[src/rtl/pst_regs.svh]
// Notes on behaviour
// (RULE_01) lanes 2 and 3 take a static 64-bit alignment marker value each
// (RULE_02) receive test enable makes the receiver expect scrambled idle; third priority
// (RULE_03) transmit test enable at 1 sends scrambled idle pattern; third priority
// (RULE_04) fifo error goes 1 on clock compensation fifo under or overflow
// (RULE_05) software resets the port after seeing fifo error
// (RULE_06) local fault is 1 while receive decoder sits in its initial state
// (RULE_07) high error rate is 1 while measured error rate is over limit
// (RULE_08) high error rate output feeds management bit 3.32.1
// (RULE_09) four block lock bits, one per lane, level while locked
// (RULE_10) block lock vector feeds lane lock management bits
// (RULE_11) eight-bit mismatch count per cycle, zero means none
// (RULE_12) mismatch count only active while receive test enable is 1
// (RULE_13) each non-zero mismatch count lasts exactly one cycle
// (RULE_14) management may accumulate counts into a 16-bit error counter
// (RULE_15) lane markers change only while the direction reset is asserted
// (RULE_16) receive and transmit status logic use their own synchronous resets
// (RULE_17) during a direction reset all its status and pulse outputs are zero; the code clears them a cycle later and sets local fault to 1
`ifndef PST_REGS_SVH
`define PST_REGS_SVH
`define PST_ADDR_CTRL     12'h000
`define PST_ADDR_STATUS   12'h004
`define PST_ADDR_ISR      12'h008
`define PST_ADDR_IMR      12'h00C
`define PST_ADDR_ERRCNT   12'h010
`define PST_CTRL_RXTEST   0
`define PST_CTRL_TXTEST   1
`define PST_ISR_FIFO      0
`define PST_ISR_HIBER     1
`define PST_ISR_LFAULT    2
`define PST_ISR_MISM      3
`define PST_ERR_THRESH    8'h10
`define PST_ERR_WINDOW    16'h0400
`endif

[src/rtl/pst_pkg.sv]
`include "pst_regs.svh"
package pst_pkg;
  typedef enum logic [1:0] {
    PST_DEC_INIT = 2'b01,
    PST_DEC_RUN  = 2'b10
  } pst_dec_e;
  typedef struct packed {
    logic [1:0]  ctrl;
    logic [3:0]  isr;
    logic [3:0]  imr;
    logic [15:0] errcnt;
    logic [31:0] prdata;
    pst_dec_e    dec;
    logic        fifo_err;
    logic        hiber;
    logic [15:0] win_cnt;
    logic [7:0]  win_err;
    logic [3:0]  lock;
    logic [7:0]  mism;
    logic [65:0] tx_blk;
    logic [1:0]  tx_lane;
  } pst_state_s;
endpackage : pst_pkg

[src/rtl/pst_top.sv]
// The address map and the APB slave port were left to the implementer.
`include "pst_regs.svh"
module pst_top
  import pst_pkg::*;
(
  input  wire logic        pclk,
  input  wire logic        presetn,
  input  wire logic        ce,
  input  wire logic        psel,
  input  wire logic        penable,
  input  wire logic        pwrite,
  input  wire logic [11:0] paddr,
  input  wire logic [31:0] pwdata,
  output logic      [31:0] prdata,
  output logic             pready,
  output logic             pslverr,
  output logic             irq,
  input  wire logic        rx_reset,
  input  wire logic        tx_reset,
  input  wire logic [63:0] tx_lane2_align_marker,
  input  wire logic [63:0] tx_lane3_align_marker,
  input  wire logic [3:0]  rx_lane_sync_ok,
  input  wire logic [3:0]  rx_lane_hdr_err,
  input  wire logic        rx_fifo_over,
  input  wire logic        rx_fifo_under,
  input  wire logic [7:0]  rx_pattern_miss,
  output logic      [65:0] tx_marker_block,
  output logic      [1:0]  tx_marker_lane,
  output logic             tx_test_idle,
  output logic             rx_test_idle,
  output logic             rx_fifo_error,
  output logic             rx_local_fault,
  output logic             rx_high_error_rate,
  output logic      [3:0]  rx_block_lock,
  output logic      [7:0]  rx_error_incr
);
  pst_state_s s_q;
  pst_state_s s_d;
  logic       acc;
  logic       wr;
  logic       mapped;
  logic [3:0] ev;
  logic [2:0] herr;
  always_comb begin
    acc    = psel & penable;
    wr     = acc & pwrite;
    mapped = (paddr == `PST_ADDR_CTRL) | (paddr == `PST_ADDR_STATUS) | (paddr == `PST_ADDR_ISR) |
             (paddr == `PST_ADDR_IMR) | (paddr == `PST_ADDR_ERRCNT);
    herr   = 3'(rx_lane_hdr_err[0]) + 3'(rx_lane_hdr_err[1]) + 3'(rx_lane_hdr_err[2]) +
             3'(rx_lane_hdr_err[3]);
    s_d    = s_q;
    ev     = 4'h0;
    if (wr && paddr == `PST_ADDR_CTRL) begin
      s_d.ctrl = pwdata[1:0];
    end
    if (wr && paddr == `PST_ADDR_IMR) begin
      s_d.imr = pwdata[3:0];
    end
    if (wr && paddr == `PST_ADDR_ERRCNT) begin
      s_d.errcnt = 16'h0000;
    end
    // receive side, synchronous reset of its own
    if (rx_reset) begin
      s_d.dec      = PST_DEC_INIT; // RULE_16 RULE_17
      s_d.fifo_err = 1'b0;
      s_d.hiber    = 1'b0;
      s_d.win_cnt  = 16'h0000;
      s_d.win_err  = 8'h00;
      s_d.lock     = 4'h0;
      s_d.mism     = 8'h00;
    end else begin
      s_d.lock = rx_lane_sync_ok; // RULE_09 RULE_10
      // sticky until the port is reset: the fifo state is unknown once it slipped
      if (rx_fifo_over | rx_fifo_under) begin
        s_d.fifo_err = 1'b1; // RULE_04 RULE_05
      end
      unique case (s_q.dec)
        PST_DEC_INIT: if (&rx_lane_sync_ok && !s_q.hiber) s_d.dec = PST_DEC_RUN; // RULE_06
        PST_DEC_RUN:  if (!(&rx_lane_sync_ok) || s_q.hiber) s_d.dec = PST_DEC_INIT; // RULE_06
      endcase
      // windowed header error count stands in for the standard ber monitor
      s_d.win_err = (s_q.win_err == 8'hFF) ? 8'hFF : s_q.win_err + 8'(herr);
      s_d.win_cnt = s_q.win_cnt + 16'h0001;
      if (s_q.win_cnt == `PST_ERR_WINDOW) begin
        s_d.hiber   = (s_q.win_err >= `PST_ERR_THRESH); // RULE_07 RULE_08
        s_d.win_cnt = 16'h0000;
        s_d.win_err = 8'h00;
      end
      // one-cycle increment, gated by the receive test enable
      s_d.mism = s_q.ctrl[`PST_CTRL_RXTEST] ? rx_pattern_miss : 8'h00; // RULE_02 RULE_11 RULE_12 RULE_13
      if (s_q.mism != 8'h00) begin
        s_d.errcnt = (s_q.errcnt == 16'hFFFF) ? 16'hFFFF : s_q.errcnt + 16'(s_q.mism); // RULE_14
      end
      // rising edges for fifo, high error rate and fault, so a write-one-to-clear is not undone by a level that still stands; mismatch sets on every non-zero count
      ev = {s_q.mism != 8'h00, s_d.dec == PST_DEC_INIT && s_q.dec != PST_DEC_INIT, s_d.hiber & ~s_q.hiber,
            s_d.fifo_err & ~s_q.fifo_err};
    end
    // transmit side: markers must only move under reset, so they are sampled freely
    if (tx_reset) begin
      s_d.tx_blk  = 66'h0; // RULE_16 RULE_17
      s_d.tx_lane = 2'b00;
    end else begin
      s_d.tx_lane = s_q.tx_lane + 2'b01;
      // block is paired with the lane number shown beside it: lane 2 even, lane 3 odd
      s_d.tx_blk  = {2'b10, (s_d.tx_lane[0] ? tx_lane3_align_marker : tx_lane2_align_marker)}; // RULE_01 RULE_15
    end
    // set wins over write-one-to-clear
    if (wr && paddr == `PST_ADDR_ISR) begin
      s_d.isr = s_q.isr & ~pwdata[3:0];
    end
    s_d.isr = s_d.isr | ev;
    if (acc && !pwrite) begin
      unique case (paddr)
        `PST_ADDR_CTRL:   s_d.prdata = {30'h0, s_q.ctrl};
        `PST_ADDR_STATUS: s_d.prdata = {24'h0, s_q.lock, s_q.dec == PST_DEC_INIT, s_q.hiber, 1'b0, s_q.fifo_err};
        `PST_ADDR_ISR:    s_d.prdata = {28'h0, s_q.isr};
        `PST_ADDR_IMR:    s_d.prdata = {28'h0, s_q.imr};
        `PST_ADDR_ERRCNT: s_d.prdata = {16'h0, s_q.errcnt};
        default:          s_d.prdata = 32'h0;
      endcase
    end
  end
  always_ff @(posedge pclk or negedge presetn) begin
    if (!presetn) begin
      s_q <= '{ctrl: 2'b00, isr: 4'h0, imr: 4'h0, errcnt: 16'h0, prdata: 32'h0, dec: PST_DEC_INIT,
               fifo_err: 1'b0, hiber: 1'b0, win_cnt: 16'h0, win_err: 8'h0, lock: 4'h0, mism: 8'h0,
               tx_blk: 66'h0, tx_lane: 2'b00};
    end else if (ce) begin
      s_q <= s_d;
    end
  end
  // read data is registered at the access edge, so the slave takes one wait state
  logic rd_done_q;
  always_ff @(posedge pclk or negedge presetn) begin
    if (!presetn) begin
      rd_done_q <= 1'b0;
    end else if (ce) begin
      rd_done_q <= acc & ~pwrite & ~rd_done_q;
    end
  end
  always_comb begin
    pready  = acc & (pwrite | rd_done_q) & ce;
    pslverr = pready & ~mapped;
    prdata  = s_q.prdata;
  end
  assign irq                = |(s_q.isr & s_q.imr);
  assign tx_marker_block    = s_q.tx_blk;
  assign tx_marker_lane     = s_q.tx_lane;
  assign tx_test_idle       = s_q.ctrl[`PST_CTRL_TXTEST] & ~tx_reset; // RULE_03
  assign rx_test_idle       = s_q.ctrl[`PST_CTRL_RXTEST] & ~rx_reset; // RULE_02
  assign rx_fifo_error      = s_q.fifo_err;
  assign rx_local_fault     = s_q.dec == PST_DEC_INIT; // RULE_06
  assign rx_high_error_rate = s_q.hiber; // RULE_07
  assign rx_block_lock      = s_q.lock;
  assign rx_error_incr      = s_q.mism; // RULE_13
endmodule : pst_top

[config.mk]
export PLATFORM = sky130hd
export DESIGN_NAME = pst_top
export DESIGN_NICKNAME = d
export VERILOG_FILES = /design/src/rtl/pst_pkg.sv /design/src/rtl/pst_top.sv
export VERILOG_INCLUDE_DIRS = /design/src /design/src/rtl
export SDC_FILE = /design/constraint.sdc
export NUM_CORES = 1
export LEC_CHECK = 0
export ABC_AREA = 0
export BUFFER_PORTS_ARGS = -buffer_cell sky130_fd_sc_hd__buf_2
export CORE_MARGIN = 2
export CORE_UTILIZATION = 54
export CTS_CLUSTER_DIAMETER = 80
export DETAILED_ROUTE_END_ITERATION = 8
export HOLD_SLACK_MARGIN = 0.03
export PLACE_DENSITY = 0.84
export SLEW_MARGIN = 15
export SYNTH_ARGS = -nofsm -noshare
export SYNTH_HDL_FRONTEND = slang
export SYNTH_SLANG_ARGS = --single-unit
[constraint.sdc]
create_clock -name pclk -period 4.35 [get_ports pclk]
set_clock_uncertainty 0.15 [all_clocks]
set_input_delay 0 -clock pclk [delete_from_list [all_inputs] [get_ports pclk]]
set_output_delay 0 -clock pclk [all_outputs]
set_load 0.05 [all_outputs]
After elaboration in Yosys (flattened, before gate mapping)
Index checks and enable logic that the tools add are counted.
- logic and storage cells: 100
- bits in registers: 167
- magnitude comparators: 1
- add/subtract/negate cells: 7
- equality and inequality tests: 11
- mux-type cells: 20
- reduce and logical (&&, ||, !) cells: 18
- bitwise logic cells: 28
- operators with widths (cell ; count):
    one-hot mux 16 bit (5 select lines) ; 1
    two-way mux 68 bit ; 1
    two-way mux 16 bit ; 4
    two-way mux 64 bit ; 1
    two-way mux 25 bit ; 2
    two-way mux 40 bit ; 1
    == test 12 x 4 -> 1 bit (second input constant) ; 2
    adder 16 x 1 -> 16 bit (second input constant) ; 1
    adder 16 x 8 -> 16 bit ; 1
    == test 16 x 11 -> 1 bit (second input constant) ; 1
    == test 16 bit (second input constant) ; 1
    two-way mux 8 bit ; 2
    == test 12 x 3 -> 1 bit (second input constant) ; 1
    == test 12 x 5 -> 1 bit (second input constant) ; 1
    zero test 12 bit ; 1
    AND 1 bit ; 11
    adder 8 x 3 -> 8 bit ; 1
    AND 4 bit ; 2
    == test 8 bit (second input constant) ; 1
    >= comparator 8 x 5 -> 1 bit (second input constant) ; 1
    two-way mux 4 bit ; 2
    nonzero test 8 bit ; 1
    logical AND 1 bit ; 7
    NOT 1 bit ; 7
    other kinds (18) ; 31

Logic depth before layout (Yosys ltp)
Gate-level depths: netlist of the first run.
- depth after elaboration: 10
- depth in mapped cells: 9
- depth with buffers taken out: 9

Worst setup path before layout of the first run
No wires, ideal clock.
- path kind: register -> register
- start point: register s_q, in the netlist rx_error_incr[0]
- end point: register s_q[154] (netlist bit)
- stages on the path, launching flop included: 8
- setup time: 0.127 ns
- path buffers: 0
- path slack: 1.984 ns
- arrival time: 2.090 ns
- cells stage by stage: dfrtp_1 -> ha_1 -> fa_1 -> a21o_1 -> a221oi_1 -> o2bb2ai_1 -> mux2i_1 -> nand3_1
- cells in the longest elaborated chain, start to end: 4
- ends and longest elaborated chain (item ; line ; text):
    from (decl) ; pst_top.sv:37 ; pst_state_s s_q;
    from (signal assigned) ; pst_top.sv:125 ; s_q <= '{ctrl: 2'b00, isr: 4'h0, imr: 4'h0, errcnt: 16'h0, prdata: 32'h0, dec: PST_DEC_INIT,
    adder 16 x 8 -> 16 bit ; pst_top.sv:92 ; s_d.errcnt = (s_q.errcnt == 16'hFFFF) ? 16'hFFFF : s_q.errcnt + 16'(s_q.mism);
    two-way mux 16 bit ; pst_top.sv:92 ;
    two-way mux 16 bit (*) ; pst_top.sv:91 ; if (s_q.mism != 8'h00) begin
    two-way mux 16 bit (*) ; pst_top.sv:63 ; if (rx_reset) begin
Mark *: on every way between the ends. The rest lies on a longest branch, timed or not.
A chain may end at the register's enable or synchronous reset.

Final worst setup path of the first run
- start point: input port paddr[6]
- end point: register s_q[160] (netlist bit)
- cells in the longest elaborated chain, start to end: 4
- ends and longest elaborated chain (item ; line ; text):
    from (decl) ; pst_top.sv:12 ; input wire logic [11:0] paddr,
    == test 12 x 4 -> 1 bit ; -- ;
    logical AND 1 bit (no line) ; -- ;
    two-way mux 4 bit ; pst_top.sv:108 ; if (wr && paddr == `PST_ADDR_ISR) begin
    bitwise OR 4 bit ; pst_top.sv:111 ; s_d.isr = s_d.isr | ev;
Every way passes these cells.

==> results of run 1 <==
==> metal layers <==
layer	GRT usage	up-vias	routed length, um
met4	0.161	0	1400
li1	-	3606	-
met5	0	-	0
met3	0.123	132	2150
met1	0.405	3940	10600
met2	0.511	399	13100
==> cell type report <==
type,instances,share of cell area
Multi-Input combinational cell,527,0.324
Sequential cell,150,0.324
Inverter,22,0.00711
Timing Repair Buffer,447,0.269
Tap cell,216,0.0233
Antenna cell,4,0.000862
Clock inverter,13,0.0155
Clock buffer,18,0.0369
==> kinds of logic after synthesis <==
logic type / synth area share
other: 0.000438
XOR/XNOR: 0.00614
AO/OA/AOI/OAI: 0.180
flip-flops: 0.438
adder cells (fa/ha/maj): 0.0254
buffers and inverters: 0.129
multiplexers: 0.0983
AND/OR/NAND/NOR: 0.121
==> registers in the layout, indices dropped and copies added (netlist names) <==
name,flops
tx_marker_block,65
s_q,52
prdata,16
rx_error_incr,8
rx_block_lock,4
tx_marker_lane,2
rd_done_q,1
rx_fifo_error,1
rx_high_error_rate,1
==> power breakdown <==
group / total (mW) / switching [mW] / internal (mW)
clock network: 1.54 / 0.583 / 0.956
registers: 1.59 / 0.105 / 1.49
logic: 0.953 / 0.575 / 0.378
total: 4.09 / 1.26 / 2.82
==> critical path: cells and delay by family <==
| family | cells | cell delay, ns |
|---|---|---|
| AO/OA/AOI/OAI | 1 | 0.13 |
| buffers and inverters | 3 | 1.20 |
| AND/OR/NAND/NOR | 4 | 1.60 |
==> how the worst max path moves through the flow <==
| stage | slack, ns | cells after the start | from | to |
|---|---|---|---|---|
| after floorplan | 1.98 | 7 | rx_error_incr[0] | s_q[154] |
| after global placement | 1.80 | 7 | rx_error_incr[0] | s_q[154] |
| after detailed placement | 1.74 | 7 | rx_error_incr[0] | s_q[154] |
| after CTS | 1.68 | 8 | paddr[6] | s_q[160] |
| after global routing | 1.45 | 3 | tx_marker_lane[0] | tx_marker_block[4] |
| final | 1.57 | 8 | paddr[6] | s_q[160] |
==> stage by stage <==
stage | util | cells
2_1_floorplan | - | 854
3_3_place_gp | 0.591 | 1192
3_5_place_dp | 0.591 | 1192
4_1_cts | 0.739 | 1393
5_1_grt | 0.739 | 1393
6_report | 0.739 | 1397
==> synthesized netlist by cell type, types with 5 or more instances <==
cell / instances / area [um2]
buf_4: 112 / 841
a21o_1: 8 / 60.1
a21oi_1: 19 / 95.1
dfrtp_1: 149 / 3730
o2bb2ai_1: 79 / 692
buf_2: 7 / 35.0
inv_1: 21 / 78.8
clkbuf_1: 28 / 105
nor3b_1: 5 / 37.5
ha_1: 11 / 138
nand2_1: 77 / 289
mux2_2: 7 / 78.8
nand3_1: 29 / 145
o21ai_0: 42 / 210
and3_1: 8 / 50.1
nor3_1: 7 / 35.0
nor2b_1: 12 / 75.1
mux2i_1: 74 / 741
buf_1: 6 / 22.5
nor4_1: 5 / 31.3
nor2_1: 19 / 71.3
a22oi_1: 10 / 75.1
o31ai_1: 5 / 37.5
o211ai_1: 6 / 45.0
nand4_1: 12 / 75.1
==> results.rst, run 1 <==
.. list-table::
   :header-rows: 1

   * - Metric
     - Value
   * - CORE AREA
     - 0.0157 mm2
   * - Final number of setup-violating endpoints
     - 0
   * - Synth warnings
     - 0
   * - Crit Path Class
     - in2reg
   * - Antenna Violating Nets Remaining
     - 0
   * - Routed wire per std cell
     - about 20 um
   * - Reg-to-reg slack, setup
     - roughly 1.7 ns
   * - Vias per cell
     - just under 6
   * - Leakage Power
     - 5.69 nW
   * - Arrival time of the worst setup path
     - between 2 and 3 ns
   * - First drt pass iteration count
     - 5
   * - Min-Delay Path Depth
     - 3
   * - Gate count of the mapped netlist
     - roughly 840
   * - Post-synth top flop
     - dfrtp_1
   * - Fraction of layout cells with a size suffix above 1
     - 0.285
   * - Height of the die
     - 130 um
   * - Setup slack at placement
     - ~1.7 ns
   * - Slew at the pin closest to its max-slew limit
     - 1.16 ns
   * - Clock insertion delay at the later pin of the skew report
     - around 0.42 ns
   * - Mean post-synth cell area
     - roughly 10 um2
   * - Origin of the critical flop-to-flop path
     - rx_error_incr[0]
   * - Slowest CP cell
     - nand4b_1
   * - Number of global-route vias before repair
     - between 7k and 8k
   * - Cell-by-cell listing of the critical path
     - dlygate4sd3_1 > buf_2 > nor3_1 > nand4b_1 > nor4b_4 > nand2_1 > o2bb2ai_1 > dlygate4sd3_1
   * - P&R area growth vs syn
     - 35.7%
   * - Startpoint of the tightest hold check path
     - ce
   * - Clk sinks
     - 150
   * - Count of vias placed by the detailed router
     - slightly above 8k
   * - Worst hold path endpoint
     - s_q[161]
   * - Crit Reg-Reg Endpoint
     - s_q[154]
   * - Number of fill cells in the layout
     - 1048
   * - Count of flip-flops with a built-in enable after synthesis
     - 0
   * - Global placer's final weighted congestion
     - 0.942
   * - Startpoint type of the worst setup path
     - input port
   * - Total Routed Length
     - between 20000 and 30000 um
   * - Final routed DRC violation total
     - 0
   * - Non-Filler Cell Area, Final
     - between 0.01 and 0.015 mm2
   * - First-pass GRT wire length
     - 42300 um
   * - Post-CTS Hold Fix Bufs
     - 170
   * - Die width
     - between 100 and 150 um
   * - Initial standard-cell utilization of the core
     - 0.545
   * - Status
     - completed
   * - H-Tree Level Count
     - 4
   * - Max-Cap Viols
     - 0
   * - Count of different cell masters after synthesis
     - a little under 70
   * - CTS resizes
     - 0
   * - Sequential element share of the synthesized area
     - 0.438
   * - Post-CTS setup buffer count
     - 0
   * - Iter 0 DRT Violations
     - roughly 670
   * - Cell area after synthesis
     - 0.00856 mm2
   * - Number of antenna violations at the first check in global routing
     - 0
   * - Type of the worst min-delay path
     - in2reg
   * - Setup tns final
     - 0 ns
   * - Clock Tree Root
     - clkbuf_16
   * - CTS tree
     - yes
   * - Top Ports
     - approximately 320
   * - Post-DP HPWL
     - around 16000 um
   * - RSZ-0062 raised after global routing
     - no
   * - Total Power Consumption
     - approximately 4 mW
   * - Total clock buffers created by CTS
     - 17
   * - Slowest stage delay, CP
     - a little over 0.6 ns
   * - Overall track demand over capacity in global routing
     - 0.329
   * - Maximum buffer depth of the clock tree
     - 2
   * - Power density normalized to cell area
     - 352 mW/mm2
   * - Minimum setup slack in the final design
     - 1.57 ns
   * - Final period demand of the worst path
     - 2.78 ns
   * - Async set or reset register ratio after synthesis
     - 1.00
   * - Number of nets at the end of the flow
     - ~1.4k
   * - Area after DPL
     - roughly 0.0093 mm2
   * - Critical path's most frequent cell
     - dlygate4sd3_1
   * - Critical path capture point type
     - register
   * - Floorplan row count
     - 46
   * - Final Slew Violations
     - 0
   * - Number of port buffers
     - between 200 and 300
   * - Overall overflow remaining after global route
     - 0
   * - Maximum VDD drop
     - around 0.00028 V
   * - Storage cell area
     - ~0.0038 mm2
   * - Required @ worst endpoint
     - approximately 4.5 ns
   * - Most frequent cells in the layout
     - buf_2 (271), dlygate4sd3_1 (169), dfrtp_1 (148)
   * - Post-CTS clock slew at the launch and capture registers of the worst setup and hold paths
     - 0.06 ns
   * - Flop and latch count out of synthesis
     - 150
   * - Die area
     - between 0.015 and 0.02 mm2
   * - Post-route clock period utilization
     - 0.639
   * - R2r worst-path depth
     - 7
   * - Final hold slack
     - a little over 0.07 ns
   * - Hold Fails Final Rpt
     - 0
   * - Maximum number of pins on one net before global-route repair
     - a little under 80
   * - Total area of multi-input combinational cells
     - between 0.003 and 0.004 mm2
   * - Fmax achieved
     - approximately 360 MHz
   * - Worst max-slew margin expressed relative to the limit
     - 0.226
   * - Maximum fanout along the worst path
     - 11
   * - Most frequent standard cell in the layout excluding fill and tap cells
     - buf_2
Power figures use the tool's default switching activity.
==> inputs of run 2 (changes only) <==
- ABC_AREA: 0 -> 1
- CORE_UTILIZATION: 54 -> 51
- PLACE_DENSITY: 0.84 -> 0.79
- clock period: 4.35 -> 2.65 ns (I/O delays scaled with it)
==> run 2 against run 1 <==
Effect of this change: critical path type unchanged; non-clock buffer count grew 35; count of clock-buffer cells in the layout unchanged; critical path depth increased by 4; hold slack lost 0.070 ns; clock power up 60%; routed wire length rose by 15%; final area is 6.9% higher; area after synthesis rose by 5.7%; sequential share of layout area shrank 2.1 points; total power increased by 70%; worst setup slack lost 1.5 ns.
==> results.rst, run 2 <==
.. list-table::
   :header-rows: 1

   * - Metric
     - Value
   * - Status
     - completed
   * - Post-CTS clock slew at the launch and capture registers of the worst setup and hold paths
     - 0.06 ns (about the same)
   * - Most frequent cells after synthesis
     - nand2_1 (288), o21ai_0 (162), dfrtp_1 (149), buf_4 (114), inv_1 (111)
   * - Crit Reg-Reg Endpoint
     - tx_marker_block[27]
   * - R2r worst-path depth
     - 5 (-2)
   * - Count of different cell masters after synthesis
     - 42 (-39%)
   * - Antenna Violating Nets Remaining
     - 0 (unchanged)
   * - Post-route clock period utilization
     - 0.960
   * - Power share of the combinational group
     - 0.263 (+0.030)
   * - Startpoint type of the worst setup path
     - input port
   * - Internal power
     - 4.53 mW (+60%)
   * - Synth warnings
     - 0 (unchanged)
   * - Overall track demand over capacity in global routing
     - 0.336 (+0.00785)
   * - Number of antenna violations at the first check in global routing
     - 3 (+3)
   * - Global placer's final weighted congestion
     - 0.914 (-3.0%)
   * - Maximum VDD drop
     - 0.000432 V (+53%)
   * - Async set or reset register ratio after synthesis
     - 1.00 (unchanged)
   * - Crit Path Class
     - in2reg
   * - Height of the die
     - 137 um (+5.6%)
   * - Setup slack at placement
     - 0.511 ns (-1.23 ns)
   * - Cell types occupying the most area after synthesis
     - dfrtp_1 (41%), nand2_1 (12%), buf_4 (9.5%)
   * - Switching part of the total
     - 0.347 (+0.0377)
   * - Die width
     - 137 um (+5.6%)
   * - Final number of setup-violating endpoints
     - 0 (unchanged)
   * - Total Routed Length
     - 31400 um (+15%)
   * - RSZ-0062 raised after global routing
     - no
   * - Maximum buffer depth of the clock tree
     - 2 (unchanged)
   * - Share of total power in the clock network
     - 0.356 (-0.021)
   * - Post-synth top flop
     - dfrtp_1
   * - Clock insertion delay at the later pin of the skew report
     - 0.43 ns (about the same)
   * - Overall overflow remaining after global route
     - 0 (unchanged)
   * - Top Ports
     - 318 (unchanged)
   * - Iter 0 DRT Violations
     - 722 (+8.6%)
   * - Number of port buffers
     - 272 (unchanged)
   * - Hold Fails Final Rpt
     - 0 (unchanged)
   * - Flop and latch count out of synthesis
     - 150 (unchanged)
   * - Area share of the largest cell type after synthesis
     - 0.412 (-0.0234)
   * - Leakage Power
     - 6.50 nW (+14%)
   * - Max-Cap Viols
     - 0 (unchanged)
   * - Instance count after placement with tap cells included
     - 1577 (+32%)
   * - CORE AREA
     - 0.0173 mm2 (+10%)
   * - Mean post-synth cell area
     - 7.48 um2 (-27%)
   * - Synth area leader
     - dfrtp_1
   * - Most common cell in the synthesized netlist
     - nand2_1
   * - Worst max-slew margin expressed relative to the limit
     - 0.525 (+0.299)
   * - Non-filler instance count after layout
     - 1814 (+30%)
   * - Reg-to-reg slack, setup
     - 0.19 ns (-1.49 ns)
   * - Power density normalized to cell area
     - 558 mW/mm2 (+59%)
   * - Flip-flop count of the largest register after layout
     - 65 (unchanged)
   * - Final Util
     - 0.718 (-0.0214)
   * - Area after DPL
     - 0.00979 mm2 (+5.5%)
   * - Count of flip-flops with a built-in enable after synthesis
     - 0 (unchanged)
   * - Total area of multi-input combinational cells
     - 0.00386 mm2 (+2.6%)
   * - Cell area after synthesis
     - 0.00905 mm2 (+5.7%)
   * - Final routed DRC violation total
     - 0 (unchanged)
   * - Number of global-route vias before repair
     - 9737 (+26%)
   * - Storage cell area
     - 0.00375 mm2 (about the same)
   * - Floorplan row count
     - 48 (+4.3%)
   * - Gate count of the mapped netlist
     - 1209 (+44%)
   * - Arrival time of the worst setup path
     - 2.70 ns (-0.23 ns)
   * - Total Power Consumption
     - 6.93 mW (+70%)
   * - Maximum number of pins on one net before global-route repair
     - 75 (-5.1%)
   * - Total clock buffers created by CTS
     - 17 (unchanged)
   * - Post-DP HPWL
     - 18800 um (+21%)
   * - Final period demand of the worst path
     - ~2.5 ns
   * - H-Tree Level Count
     - 4 (unchanged)
   * - Number of fill cells in the layout
     - 1244 (+19%)
   * - Vias per cell
     - 5.43 (-6.2%)
   * - Setup tns final
     - 0 ns (unchanged)
   * - Most frequent cells in the layout
     - nand2_1 (288), buf_2 (271), dlygate4sd3_1 (197)
   * - Fmax achieved
     - between 300 and 400 MHz
   * - Number of nets at the end of the flow
     - 1785 (+30%)
   * - Register share of total power
     - 0.381 (-0.009)
   * - Final Slew Violations
     - 0 (unchanged)
   * - Maximum fanout along the worst path
     - 3 (-8)
   * - Fraction of layout cells with a size suffix above 1
     - 0.229 (-0.0564)
   * - First drt pass iteration count
     - 5 (unchanged)
   * - Die area
     - 0.0188 mm2 (+12%)
   * - Initial standard-cell utilization of the core
     - 0.523 (-0.0218)
   * - Sw Pwr
     - 2.41 mW (+90%)
   * - Critical path capture point type
     - register
   * - Sequential element share of the synthesized area
     - 0.415 (-0.0235)
   * - Slew at the pin closest to its max-slew limit
     - 0.713 ns (-0.448 ns)
   * - CTS tree
     - yes
   * - P&R area growth vs syn
     - 37.2%
   * - Origin of the critical flop-to-flop path
     - tx_marker_lane[0]
   * - Clk sinks
     - 150 (unchanged)
   * - Clock Tree Root
     - clkbuf_16
   * - Final hold slack
     - 0.00124 ns (-0.0697 ns)
   * - Count of vias placed by the detailed router
     - 9841 (+22%)
   * - Most frequent standard cell in the layout excluding fill and tap cells
     - nand2_1
   * - Required @ worst endpoint
     - 2.81 ns (-1.69 ns)
   * - Non-Filler Cell Area, Final
     - 0.0124 mm2 (+6.9%)
   * - Minimum setup slack in the final design
     - 0.105 ns (-1.46 ns)
   * - Routed wire per std cell
     - 17.3 um (-11%)
   * - First-pass GRT wire length
     - 49100 um (+16%)
   * - Type of the worst min-delay path
     - in2async
-- run 2: cell count changes in the layout (fill, tap and decap cells not counted), sizes merged, moves of 8 or more --
cell         previous run  this run
nor2b                  12         0
nor3                    7        16
mux2i                  74         0
o21ai                  44       171
o2bb2ai                79         1
nor2                   19       110
dlygate4sd3           169       197
a21o                    8         0
a22oi                  10         0
nand3                  29       103
nand2                  77       292
inv                    23       130
nand4                  12        25
-- run 2: layout make-up --
| type | count | share of cell area |
|---|---|---|
| antenna | 4 | 0.000806 |
| clock buffer | 18 | 0.0346 |
| clock inverter | 14 | 0.0132 |
| inverter | 124 | 0.0377 |
| multi-input combinational | 797 | 0.311 |
| sequential | 150 | 0.302 |
| tap | 225 | 0.0227 |
| timing repair buffer | 482 | 0.278 |
-- run 2: power groups by stage --
stage | Combinational [mW] | Sequential, mW | Clock [mW]
after floorplan | 1.20 | 2.63 | 0
after global placement | 1.44 | 2.66 | 0
after detailed placement | 1.46 | 2.66 | 0
after CTS | 1.75 | 2.63 | 2.49
after global routing | 1.95 | 2.66 | 2.61
final | 1.82 | 2.64 | 2.47
-- run 2: cell families (layout without fill, tap and decap cells) --
family	Yosys count	count (layout)	share of synthesized area
simple gates	555	555	0.271
buf+inv	278	638	0.167
compound gates	207	207	0.120
flops	150	150	0.415
fa+ha+maj	15	15	0.0241
xor+xnor	3	3	0.00290
other cells	1	21	0.000414
-- run 2: worst max-delay path by stage --
stage | start | end | slack [ns] | depth (start not counted)
after global placement | rx_lane_hdr_err[0] | s_q[84] | 0.55 | 11
after CTS | tx_reset | tx_marker_block[57] | 0.02 | 9
after detailed placement | rx_lane_hdr_err[0] | s_q[84] | 0.51 | 11
after floorplan | rd_done_q | pslverr | 0.19 | 3
final | paddr[1] | s_q[155] | 0.11 | 12
after global routing | paddr[1] | s_q[155] | 0.008 | 12
-- run 2: layer usage --
metal | vias to the layer above | global-route usage | part of all wire
met5 | - | 0 | 0
met4 | 0 | 0.193 | 0.063
met3 | 143 | 0.0824 | 0.077
met2 | 565 | 0.561 | 0.48
met1 | 4619 | 0.396 | 0.38
li1 | 4514 | - | -
-- run 2: critical path: stages --
cell and delay [ns]:
dlygate4sd3_1 0.53, buf_2 0.13, nor2_2 0.14, dlygate4sd3_1 0.59
nand2_1 0.10, nor3_1 0.32, nand4_1 0.13, dlygate4sd3_1 0.57
nand2_1 0.06, nand2_1 0.04, nand2_1 0.06, nand2_1 0.05
-- run 2: what timing repair did --
item	4_1_cts	5_1_grt
setup buffers	0	4
gates resized for setup	0	2
hold buffers	197	1
endpoints found under the setup margin	0	8
endpoints found under the hold margin	191	1
